==> config.mk <==
export PLATFORM = sky130hd
export DESIGN_NAME = hia_top
export DESIGN_NICKNAME = d
export VERILOG_FILES = /design/src/core/hia_pkg.sv /design/src/core/hia_top.sv
export VERILOG_INCLUDE_DIRS = /design/src /design/src/core
export SDC_FILE = /design/constraint.sdc
export NUM_CORES = 1
export LEC_CHECK = 0
export ABC_AREA = 1
export BUFFER_PORTS_ARGS = -buffer_cell sky130_fd_sc_hd__buf_2
export CELL_PAD_IN_SITES_DETAIL_PLACEMENT = 0
export CELL_PAD_IN_SITES_GLOBAL_PLACEMENT = 1
export CORE_ASPECT_RATIO = 1.25
export CORE_MARGIN = 4
export CORE_UTILIZATION = 29
export CTS_BUF_LIST = sky130_fd_sc_hd__clkbuf_8 sky130_fd_sc_hd__clkbuf_16
export CTS_CLUSTER_DIAMETER = 150
export DETAILED_ROUTE_END_ITERATION = 12
export GPL_TIMING_DRIVEN = 0
export PLACE_DENSITY = 0.66
export SETUP_SLACK_MARGIN = 0.2
export SKIP_LAST_GASP = 1
export SLEW_MARGIN = 25
export SYNTH_ARGS = -nofsm -noshare
export SYNTH_HDL_FRONTEND = slang
export SYNTH_SLANG_ARGS = --single-unit
export TNS_END_PERCENT = 30
==> constraint.sdc <==
create_clock -name clk_sys -period 1 [get_ports clk_sys]
set_clock_uncertainty 0.1 [all_clocks]
set_input_delay 0.1 -clock clk_sys [delete_from_list [all_inputs] [get_ports clk_sys]]
set_output_delay 0.1 -clock clk_sys [all_outputs]
set_load 0.005 [all_outputs]
==> src/core/hia_map.svh <==
// register map, bit positions and reset values of the host interrupt aggregator
// assumes: 8-bit register address space, 8-bit data
`ifndef HIA_MAP_SVH
`define HIA_MAP_SVH

`define HIA_AW              8
`define HIA_DW              8

`define HIA_ADDR_EN0        8'h30
`define HIA_ADDR_EN1        8'h31
`define HIA_ADDR_LPMASK     8'h35
`define HIA_ADDR_MIR0       8'h40
`define HIA_ADDR_MIR1       8'h41
`define HIA_ADDR_LPST       8'h42
`define HIA_ADDR_ST0        8'h43
`define HIA_ADDR_ST1        8'h44

`define HIA_B_ALARM         4
`define HIA_B_OSCFAIL       3
`define HIA_B_PMATCH        0
`define HIA_B_RSTDONE       4
`define HIA_B_TMR1          3
`define HIA_B_TMR0          2

`define HIA_USED0           8'h19
`define HIA_USED1           8'h1C
`define HIA_RTC_BITS        8'h18
`define HIA_EN0_ONES        8'hC6

`define HIA_RST_ST0         8'h00
`define HIA_RST_ST1         8'h04
`define HIA_RST_EN0         8'hF6
`define HIA_RST_EN1         8'h00
`define HIA_RST_LPST        8'h00
`define HIA_RST_LPMASK      8'h00
`define HIA_RD_UNMAPPED     8'h00
`define HIA_ZERO8           8'h00

`endif

==> src/core/hia_pkg.sv <==
// types shared by the host interrupt aggregator and its bench
// assumes: hia_map.svh on the include path
`include "hia_map.svh"

package hia_pkg;

   typedef logic [`HIA_AW-1:0] hia_addr_t;
   typedef logic [`HIA_DW-1:0] hia_data_t;

   // register port request, all fields valid in one cycle
   typedef struct packed {
      hia_addr_t addr;
      hia_data_t wdata;
      logic      wr;
      logic      rd;
   } hia_bus_s;

   // one-cycle event pulses from the surrounding device logic
   typedef struct packed {
      logic alarm;
      logic osc_fail;
      logic port_match;
      logic reset_done;
      logic tmr1_ovf;
      logic rtc_capture;
      logic tmr0_ovf;
   } hia_evt_s;

endpackage

==> src/core/hia_top.sv <==
// host interrupt aggregator: pending flags, enables, low-power event status,
// active-low interrupt pin toward the host.
// assumes: events and register port are synchronous to clk_sys, pulses one cycle.
`include "hia_map.svh"

module hia_top (
   input  wire logic             clk_sys,
   input  wire logic             srst,
   input  wire hia_pkg::hia_bus_s bus,
   input  wire hia_pkg::hia_evt_s evt,
   output logic [`HIA_DW-1:0]    rdata_q,
   output logic                  int_n_q
);
   import hia_pkg::*;

   function automatic logic hit(input hia_addr_t a, input hia_addr_t reg_addr);
      hit = (a == reg_addr);
   endfunction

   function automatic logic any_set(input hia_data_t v);
      any_set = |v;
   endfunction

   hia_data_t st0_q;
   hia_data_t st0_d;
   hia_data_t st1_q;
   hia_data_t st1_d;
   hia_data_t en0_q;
   hia_data_t en1_q;
   hia_data_t lpst_q;
   hia_data_t lpst_d;
   hia_data_t lpmask_q;
   hia_data_t set0;
   hia_data_t set1;
   hia_data_t lpset;
   hia_data_t clr0;
   hia_data_t clr1;
   hia_data_t rd_mux;
   logic      rd_st0;
   logic      rd_st1;
   logic      pend;

   assign rd_st0 = bus.rd && hit(bus.addr, `HIA_ADDR_ST0);
   assign rd_st1 = bus.rd && hit(bus.addr, `HIA_ADDR_ST1);

   // flags latch whatever the enables say; enables gate the pin and the low-power status record
   always_comb begin
      set0 = `HIA_ZERO8;
      set0[`HIA_B_ALARM]   = evt.alarm;
      set0[`HIA_B_OSCFAIL] = evt.osc_fail;
      set0[`HIA_B_PMATCH]  = evt.port_match;
      set1 = `HIA_ZERO8;
      set1[`HIA_B_RSTDONE] = evt.reset_done;
      set1[`HIA_B_TMR1]    = evt.tmr1_ovf | evt.rtc_capture;
      set1[`HIA_B_TMR0]    = evt.tmr0_ovf;
   end

   // rtc flags survive the clearing read while low-power status holds anything
   always_comb begin
      clr0 = `HIA_ZERO8;
      if (rd_st0) begin
         clr0 = `HIA_USED0;
         if (any_set(lpst_q)) begin
            clr0 = `HIA_USED0 & ~`HIA_RTC_BITS;
         end
      end
      clr1 = rd_st1 ? `HIA_USED1 : `HIA_ZERO8;
   end

   // set ORed in after the clear so a same-cycle event is never lost
   assign st0_d = (st0_q & ~clr0) | set0;
   assign st1_d = (st1_q & ~clr1) | set1;

   always_ff @(posedge clk_sys) begin
      if (srst) begin
         st0_q <= `HIA_RST_ST0;
         st1_q <= `HIA_RST_ST1;
      end else begin
         st0_q <= st0_d;
         st1_q <= st1_d;
      end
   end

   // low-power status: write one to clear, a new event wins over the clear
   always_comb begin
      lpset = `HIA_ZERO8;
      lpset[`HIA_B_ALARM]   = evt.alarm && en0_q[`HIA_B_ALARM];
      lpset[`HIA_B_OSCFAIL] = evt.osc_fail && en0_q[`HIA_B_OSCFAIL];
      lpst_d = lpst_q;
      if (bus.wr && hit(bus.addr, `HIA_ADDR_LPST)) begin
         lpst_d = lpst_q & ~bus.wdata;
      end
      lpst_d = lpst_d | lpset;
   end

   always_ff @(posedge clk_sys) begin
      if (srst) begin
         lpst_q <= `HIA_RST_LPST;
      end else begin
         lpst_q <= lpst_d;
      end
   end

   // enable and mask registers
   always_ff @(posedge clk_sys) begin
      if (srst) begin
         en0_q    <= `HIA_RST_EN0;
         en1_q    <= `HIA_RST_EN1;
         lpmask_q <= `HIA_RST_LPMASK;
      end else if (bus.wr) begin
         if (hit(bus.addr, `HIA_ADDR_EN0)) begin
            en0_q <= bus.wdata;
         end
         if (hit(bus.addr, `HIA_ADDR_EN1)) begin
            en1_q <= bus.wdata & `HIA_USED1;
         end
         if (hit(bus.addr, `HIA_ADDR_LPMASK)) begin
            lpmask_q <= bus.wdata & `HIA_RTC_BITS;
         end
      end
   end

   always_comb begin
      case (bus.addr)
         `HIA_ADDR_EN0:    rd_mux = en0_q | `HIA_EN0_ONES;
         `HIA_ADDR_EN1:    rd_mux = en1_q;
         `HIA_ADDR_LPMASK: rd_mux = lpmask_q;
         `HIA_ADDR_MIR0:   rd_mux = st0_q;
         `HIA_ADDR_MIR1:   rd_mux = st1_q;
         `HIA_ADDR_LPST:   rd_mux = lpst_q;
         `HIA_ADDR_ST0:    rd_mux = st0_q;
         `HIA_ADDR_ST1:    rd_mux = st1_q;
         default:          rd_mux = `HIA_RD_UNMAPPED;
      endcase
   end

   // read data stands only in the cycle after the strobe
   always_ff @(posedge clk_sys) begin
      if (srst) begin
         rdata_q <= `HIA_ZERO8;
      end else if (bus.rd) begin
         rdata_q <= rd_mux;
      end else begin
         rdata_q <= `HIA_ZERO8;
      end
   end

   // pin follows the registered flags one cycle later; a glitch-free pin
   // was worth more than that cycle of latency
   assign pend = any_set(st0_q & en0_q & `HIA_USED0)
              || any_set(st1_q & en1_q & `HIA_USED1)
              || any_set(lpst_q & lpmask_q);

   always_ff @(posedge clk_sys) begin
      if (srst) begin
         int_n_q <= 1'b1;
      end else begin
         int_n_q <= ~pend;
      end
   end
endmodule

**Yosys cells after proc, flatten, opt, wreduce, memory -nomap -nowiden**

Index checks and enable logic that the tools add are counted.

- Add/sub/neg operators: 0
- Multipliers: 0
- Div/mod/pow operators: 0
- $lt $le $gt $ge: 0
- Equal/unequal tests: 8
- Shift-type cells: 0
- Muxes and demuxes: 5
- Bitwise operators: 15
- Reduce and logical (&&, ||, !) cells: 17

Operators with widths:

| cell | count |
|---|---|
| $pmux W8 S6 | 1 |
| $eq A8 B7 Y1 const B | 5 |
| $and A8 B8 Y8 | 3 |
| $eq A8 B6 Y1 const B | 3 |
| $or A8 B5 Y8 | 3 |
| $not A8 Y8 | 2 |
| $reduce_or A8 Y1 | 2 |
| $mux W5 | 3 |
| $and A5 B5 Y5 | 2 |
| $and A8 B5 Y8 | 1 |
| $mux W8 | 1 |
| $not A5 Y8 | 1 |
| $reduce_and A2 Y1 | 3 |
| $reduce_or A2 Y1 | 3 |
| $reduce_or A3 Y1 | 2 |
| $logic_and A1 B1 Y1 | 5 |
| $logic_or A1 B1 Y1 | 2 |
| $not A1 Y1 | 2 |
| $or A1 B1 Y1 | 1 |

- Register bits after elaboration: 44
- Bits in latches: 0
- Bits in writable memories: 0
- Memory bits (read-only): 0
- Bits of input ports: 27
- Output and inout port bits: 9
- Word-level logic and storage cells: 53
- Memories kept: 0

**Logic depth before layout (Yosys ltp)**

Gate-level depths: netlist (run 1).

- Word-level depth: 6
- Gate-level depth with buffers: 10
- Depth with buffers taken out: 9

**Worst setup path before layout (run 1)**

Ideal clock, no wire load.

- Path type: input to register
- Start point: input port bus[17] (netlist bit)
- End point: register st1_q[2]
- Setup time: 0.117 ns
- Arrival: 0.821 ns
- Data required time: 0.783 ns
- Slack: -0.038 ns
- Stages on the path: 7
- Path buffers: 1
- Cells stage by stage: inv_2 -> nand2_1 -> nor2_4 -> buf_6 -> nand4_1 -> a21oi_1 -> nand2_1

- Cells in the longest elaborated chain, start to end: 6

RTL lines:

| what | RTL line | RTL |
|---|---|---|
| start, declared | hia_top.sv:9 | `input wire hia_pkg::hia_bus_s bus,` |
| $eq A8 B7 Y1 | hia_top.sv:17 | `hit = (a == reg_addr);` |
| $logic_and A1 B1 Y1 | hia_top.sv:44 | `` assign rd_st1 = bus.rd && hit(bus.addr, `HIA_ADDR_ST1); `` |
| $mux W5 (no source line) | n/a |  |
| $not A5 Y8 | hia_top.sv:72 | `assign st1_d = (st1_q & ~clr1) \| set1;` |
| $and A8 B8 Y8 | hia_top.sv:72 |  |
| $or A8 B5 Y8 | hia_top.sv:72 |  |
| end signal, assigned | hia_top.sv:77 | `` st1_q <= `HIA_RST_ST1; `` |
| end signal, assigned | hia_top.sv:80 | `st1_q <= st1_d;` |
| end, declared | hia_top.sv:26 | `hia_data_t st1_q;` |

No other way between the ends.
A chain may end at the register's enable or synchronous reset.

**Worst setup path in the final report (run 1)**

- Start point: register lpst_q[0]
- End point: register st0_q[4]

- Cells in the longest elaborated chain, start to end: 6

RTL lines:

| what | RTL line | RTL |
|---|---|---|
| start, declared | hia_top.sv:30 | `hia_data_t lpst_q;` |
| start signal, assigned | hia_top.sv:98 | `` lpst_q <= `HIA_RST_LPST; `` |
| start signal, assigned | hia_top.sv:100 | `lpst_q <= lpst_d;` |
| $reduce_or A8 Y1 | hia_top.sv:21 | `any_set = \|v;` |
| $mux W5 | hia_top.sv:63 | `if (any_set(lpst_q)) begin` |
| $mux W5 | hia_top.sv:61 | `if (rd_st0) begin` |
| $not A8 Y8 | hia_top.sv:71 | `assign st0_d = (st0_q & ~clr0) \| set0;` |
| $and A8 B8 Y8 | hia_top.sv:71 |  |
| $or A8 B5 Y8 | hia_top.sv:71 |  |
| end signal, assigned | hia_top.sv:76 | `` st0_q <= `HIA_RST_ST0; `` |
| end signal, assigned | hia_top.sv:79 | `st0_q <= st0_d;` |
| end, declared | hia_top.sv:24 | `hia_data_t st0_q;` |

No other way between the ends.

==> flow_summary.yaml, run 1 <==
timing:
  min_period_over_period_pct: 107
  final-hold-violation-count: 9
  slew_headroom_pct: 77.1
  finalMaxSlewViolations: 0
  setup_repair_after_global_routing_missed_its_margin: "true"
  finalWorstPathRequiredPeriod_ns: 1.07
  worst_hold_slack_ns: -0.108
  max_clock_freq_ghz: 0.933
  totalNegativeSetupSlack_ns: -0.132
  finalSetupViolCount: 2
  tightestPinTransition_ns: 0.343
  postLayoutSetupSlackWorst_ns: -0.0713
finish:
  num_antenna_cells: 0
  synthToLayoutAreaGrowth_pct: 51.7
  post-route-cell-area_um2: 2340
  layout.nets: 313
  post_route_cells_drive_above_1_share_pct: 39.5
placed_design:
  io_buffer_count: 34
  placement.cell_area_um2: 1850
  dp_slack_ns: -0.496
  gp_congestion: 0.805
  hpwl_mm: 3.27
die:
  design.die.area_um2: 6560
  fp.dieH_um: 89.5
  fp.dieW_um: 73.2
  boundary_pins: 36
  initial_core_utilization_pct: 30.2
  placementRows: 29
  core_area_um2: 5120
hold_path:
  worst_hold_startpoint: "evt[0]"
  path_category_of_the_worst_min_delay_check: "in2reg"
global_route:
  grt_pass1_wl_mm: 7.29
  grt_antenna_before_repair: 0
  grt_pass1_vias: 1599
  residual_overflow_from_global_routing: 0
  grt.total_usage_pct: 14.7
  grt_start_max_net_pins: 11
cts:
  clkTransAtPathRegs_ns: 0.06
  cts-buffers-inserted: 5
  cts.path.max_buffers: 2
  cts.htree.levels: 2
  clock_sinks: 32
  cts_tree: "built"
  cts_hold_buffers: 9
  clk_latency_ns: 0.29
  cts_root_buf: "sky130_fd_sc_hd__clkbuf_8"
synth:
  synth.cells.most_frequent: "sky130_fd_sc_hd__nand2_1 (48), sky130_fd_sc_hd__inv_1 (35), sky130_fd_sc_hd__dfxtp_1 (32)"
  netlist_top_cells_area: "sky130_fd_sc_hd__dfxtp_1 (42%), sky130_fd_sc_hd__nand2_1 (12%), sky130_fd_sc_hd__inv_1 (8.5%)"
  yosysWarnings: 0
  syn-num-nets: 247
  synth_most_common_cell: "sky130_fd_sc_hd__nand2_1"
  synthCells: 220
  synth-seq-cells: 32
  synthArstFlopShare_pct: 0
  ys_types: 22
  post_synth_instance_area_um2: 1540
  postSynthAreaPerCell_um2: 7.01
  ys_seq_area_share_pct: 41.5
  top_flip_flop_cell_by_instance_count_after_synthesis: "sky130_fd_sc_hd__dfxtp_1"
  synth_top_area_cell: "sky130_fd_sc_hd__dfxtp_1"
  yosysTopAreaCellShare_pct: 41.5
  synth-edff-count: 0
status:
  run_status: "complete, but fails checks"
  violations_in_the_final_reports: "hold timing, setup timing"
worst_setup_path:
  critPathCaptureType: "flip-flop"
  data_arrival_critical_path_ns: 1.15
  setup.worst_path.start_class: "flip-flop"
  path_cells: "nor2_1, nand3_1, nor2_2, nand2_1, nand2_1, a21oi_1"
  cp_slowest_stage_delay_ns: 0.33
  critPathMaxFanout: 3
  critical_path_class: "reg2reg"
  path_buf_inv: 0
  worstSetupStartpoint: "lpst_q[0]"
  cell_with_the_most_instances_on_the_worst_path: "sky130_fd_sc_hd__nand2_1"
  crit_family: "simple AND/OR/NAND/NOR gates"
  slowest_stage: "sky130_fd_sc_hd__dfxtp_2"
  worst_ep_required_ns: 1.07
  rr_startpoint: "lpst_q[0]"
power_and_ir_drop:
  powerDensity_nw_per_um2: 1170
  peakVddDrop_mv: 0.555
  netSwitchingFraction_pct: 24.4
  p_sw_uw: 669
  design_power_total_mw: 2.74
  cellLeakagePower_nw: 1.07
  clockPowerShare_pct: 39.3
  pwr-share-comb_pct: 12.7
  sequentialPowerShare_pct: 48.0
  cell_internal_pwr_mw: 2.08
routing:
  drt_drc_violations_left: 0
  dr.pass1.iters: 4
  antenna_violating_nets_post_route: 0
  average_via_count_per_standard_cell: 4.58
  detail_routed_net_length_per_standard_cell_um: 13.0
  wirelength_mm: 4.53
  routed-via-count: 1595
  drt_iter0_drc: 55
run:
  drv_cap: 0
state kept, by name, summed over array words and instances, names as in the netlist:
register and cells:
en0_q 4, en1_q 3, int_n_q 1, lpmask_q 2
lpst_q 8, rdata_q 8, st0_q 3, st1_q 3
power groups by stage:
stage	Sequential [mW]	Clock, mW	Combinational, mW
detailed placement	1.34	0	0.239
global placement	1.34	0	0.239
global route	1.32	1.16	0.382
CTS	1.32	1.10	0.311
finish	1.32	1.08	0.350
floorplan	1.33	0	0.131
repair_timing:
action / 4_1_cts / 5_1_grt
endpoints found under the hold margin: 18 / 8
endpoints found under the setup margin: 41 / 41
resized for setup: 29 / 39
gates cloned: 0 / 1
pin swaps: 14 / 16
setup buffers: 9 / 6
cell families (layout without fill, tap and decap cells):
family | after synthesis | in the layout | synth area share [%]
flip-flops | 32 | 32 | 41.5
buffers and inverters | 42 | 108 | 11.4
AND/OR/NAND/NOR | 102 | 102 | 31.7
AO/OA/AOI/OAI | 44 | 44 | 15.4
final timing paths:
| check | to | slack [ns] | cells after the start |
|---|---|---|---|
| max | st0_q[4] | -0.07 | 6 |
| min reg2reg | lpst_q[7] | 0.35 | 2 |
| max reg2reg | st0_q[4] | -0.07 | 6 |
| min | st1_q[2] | -0.11 | 3 |
routing by layer:
metal / vias up / GRT usage, % / wire (um)
met5: - / 0 / 0
met4: 0 / 7.72 / 131
met3: 10 / 2.92 / 149
met2: 34 / 24.9 / 2260
met1: 717 / 17.4 / 1990
li1: 834 / - / -
metrics by stage:
step	utilization, %	instances
floorplan	-	220
global placement	36.1	316
detailed placement	36.1	316
CTS	42.5	341
global route	45.7	348
finish	45.7	348
layout by cell type, fill, tap and decap left out, drive strengths merged:
master	n
dlygate4sd3	9
o2111ai	2
dfxtp	32
o211ai	2
o22ai	1
clkbuf	7
nor3	1
nand2	53
a21oi	23
nand3	22
nand4	2
inv	38
o21ai	16
buf	54
nor2	24
area by class of cell:
type,instances,area (um^2)
Clock buffer,7,96.3
Multi-Input combinational cell,146,853
Sequential cell,32,649
Tap cell,62,77.6
Inverter,38,178
Timing Repair Buffer,59,450
Fill cell,535,2780
Buffer,4,35.0
tightest hold or removal path: cells and delay by family:
family          cells  cell delay, ns
compound gates      1            0.03
simple gates        1            0.04
buf+inv             1            0.08
(Power assumes the default switching activity.)
==> run 2: changes to the inputs <==
- SETUP_SLACK_MARGIN: 0.2 -> 0.5
==> run 2 against run 1 <==
Compared with the run above:
- the run still ends with hold timing, setup timing left
- sequential power about the same
- die area is the same
- utilization shrank 1.7 points
- global-route usage is 0.093 points lower
- via count down 2.2%
- critical path depth is the same
- flip-flop and latch count unchanged
- hold slack lost 0.020 ns
- clock-buffer cell count unchanged
- register-to-register slack barely moved
- largest cell class unchanged
==> flow_summary.yaml, run 2 (synthesis results as in run 1) <==
status:
  run_status: "complete, but fails checks"
  violations_in_the_final_reports: "hold timing, setup timing"
worst_setup_path:
  path_cells: "nor2_1, nand3_1, nor2_2, nand2_1, nand2_1, a21oi_1"
  cell_with_the_most_instances_on_the_worst_path: "sky130_fd_sc_hd__nand2_1"
  critical_path_class: "reg2reg"
  cp_slowest_stage_delay_ns: 0.33
  rr_endpoint: "st0_q[4]"
  critPathMaxFanout: 3
  worstRegToRegCells: 6
  critPathCaptureType: "flip-flop"
  worst_ep_required_ns: 1.08
  setup.worst_path.start_class: "flip-flop"
  slowest_stage: "sky130_fd_sc_hd__dfxtp_2"
  data_arrival_critical_path_ns: 1.15
  rr_startpoint: "lpst_q[0]"
  worst-r2r-setup-slack_ns: -0.07
routing:
  wirelength_mm: 4.46
  antenna_violating_nets_post_route: 0
  drt_drc_violations_left: 0
  detail_routed_net_length_per_standard_cell_um: 13.2
  average_via_count_per_standard_cell: 4.60
  routed-via-count: 1560
  dr.pass1.iters: 4
  drt_iter0_drc: 57
die:
  fp.dieH_um: 89.5
  placementRows: 29
  core_area_um2: 5120
  fp.dieW_um: 73.2
  design.die.area_um2: 6560
  boundary_pins: 36
  initial_core_utilization_pct: 30.2
finish:
  synthToLayoutAreaGrowth_pct: 46.1
  utilization_pct: 44.0
  layout_common_cells: "sky130_fd_sc_hd__nand2_1 (41), sky130_fd_sc_hd__buf_2 (28), sky130_fd_sc_hd__inv_1 (25), sky130_fd_sc_hd__dfxtp_1 (25), sky130_fd_sc_hd__a21oi_1 (22)"
  num_antenna_cells: 0
  post_route_cells_drive_above_1_share_pct: 40.8
  final_common_cell: "sky130_fd_sc_hd__nand2_1"
  reg_top3: "lpst_q (8), rdata_q (8), en0_q (4)"
  layout.nets: 304
  post-route-cell-area_um2: 2250
  fillCellCount: 535
timing:
  min_period_over_period_pct: 107
  final-hold-violation-count: 17
  finalSetupViolCount: 2
  slew_headroom_pct: 77.3
  worst_hold_slack_ns: -0.128
  finalMaxSlewViolations: 0
  finalWorstPathRequiredPeriod_ns: 1.07
  postLayoutSetupSlackWorst_ns: -0.0694
  tightestPinTransition_ns: 0.340
  max_clock_freq_ghz: 0.935
  setup_repair_after_global_routing_missed_its_margin: "true"
cts:
  cts.htree.levels: 2
  cts_tree: "built"
  cts_root_buf: "sky130_fd_sc_hd__clkbuf_8"
  cts-buffers-inserted: 5
  cts.path.max_buffers: 2
  clkTransAtPathRegs_ns: 0.06
  clock_sinks: 32
  clk_latency_ns: 0.29
hold_path:
  path_category_of_the_worst_min_delay_check: "in2reg"
  worst_hold_startpoint: "bus[3]"
  timing.hold.worst_endpoint: "lpst_q[1]"
  hold-path-cell-count: 2
placed_design:
  dp_slack_ns: -0.496
  hpwl_mm: 3.27
  gp_congestion: 0.805
  placement.cell_area_um2: 1850
  io_buffer_count: 34
global_route:
  grt.total_usage_pct: 14.6
  residual_overflow_from_global_routing: 0
  grt_antenna_before_repair: 0
  grt_start_max_net_pins: 11
  grt_pass1_wl_mm: 7.22
  grt_pass1_vias: 1560
power_and_ir_drop:
  powerDensity_nw_per_um2: 1210
  design_power_total_mw: 2.72
  peakVddDrop_mv: 0.554
  cellLeakagePower_nw: 1.03
run:
  drv_cap: 0
==> run 2: changes by cell type in the layout (fill, tap and decap cells not counted) <==
cell / before / now
sky130_fd_sc_hd__buf_6: 12 / 11
sky130_fd_sc_hd__buf_8: 2 / 3
sky130_fd_sc_hd__dlygate4sd3_1: 9 / 0
==> run 2: area by class of cell <==
| class | instances | area, um^2 | share of cell area, % |
|---|---|---|---|
| Buffer | 4 | 35.0 | 1.55 |
| Clock buffer | 7 | 96.3 | 4.28 |
| Inverter | 38 | 178 | 7.88 |
| Multi-Input combinational cell | 146 | 853 | 37.9 |
| Sequential cell | 32 | 649 | 28.8 |
| Tap cell | 62 | 77.6 | 3.44 |
| Timing Repair Buffer | 50 | 364 | 16.2 |
==> run 2: power breakdown <==
part	total (mW)	leakage, nW	switching (mW)	internal [mW]
sequential	1.32	0.262	0.0198	1.30
clock	1.08	0.0503	0.466	0.612
combinational	0.325	0.722	0.179	0.145
==> run 2: worst max-delay path, delay by kind of cell, from the launching register on <==
family	cells	cell delay (ns)
DFF	1	0.33
AOI/OAI and AO/OA	1	0.05
and+or+nand+nor	5	0.47
==> run 2: metal layers <==
layer / vias to the layer above / part of all wire [%] / GRT usage (%)
li1: 817 / - / -
met2: 41 / 50 / 24.4
met3: 12 / 4.1 / 2.92
met1: 690 / 43 / 17.6
met4: 0 / 2.9 / 7.72
met5: - / 0 / 0
==> run 2: what timing repair did <==
action	in CTS	in global routing
buffers inserted	9	6
pin swaps	13	16
gates resized for setup	29	40
cloned	0	1
hold endpoints to repair	18	16
setup endpoints to repair	41	41
==> run 2: metrics by stage <==
step / setup TNS [ns] / instances
floorplan: -0.0334 / 220
global placement: -8.90 / 316
detailed placement: -8.64 / 316
CTS: -0.158 / 332
global route: -0.322 / 339
finish: -0.130 / 339
==> run 2: worst max path at each step <==
stage | from | to | depth (start not counted)
6_report | lpst_q[0] | st0_q[4] | 6
5_1_grt | lpst_q[3] | st0_q[4] | 6
4_1_cts | lpst_q[3] | st0_q[4] | 6
3_5_place_dp | bus[15] | st1_q[2] | 8
3_3_place_gp | bus[15] | st1_q[2] | 8
2_1_floorplan | bus[15] | st1_q[2] | 7
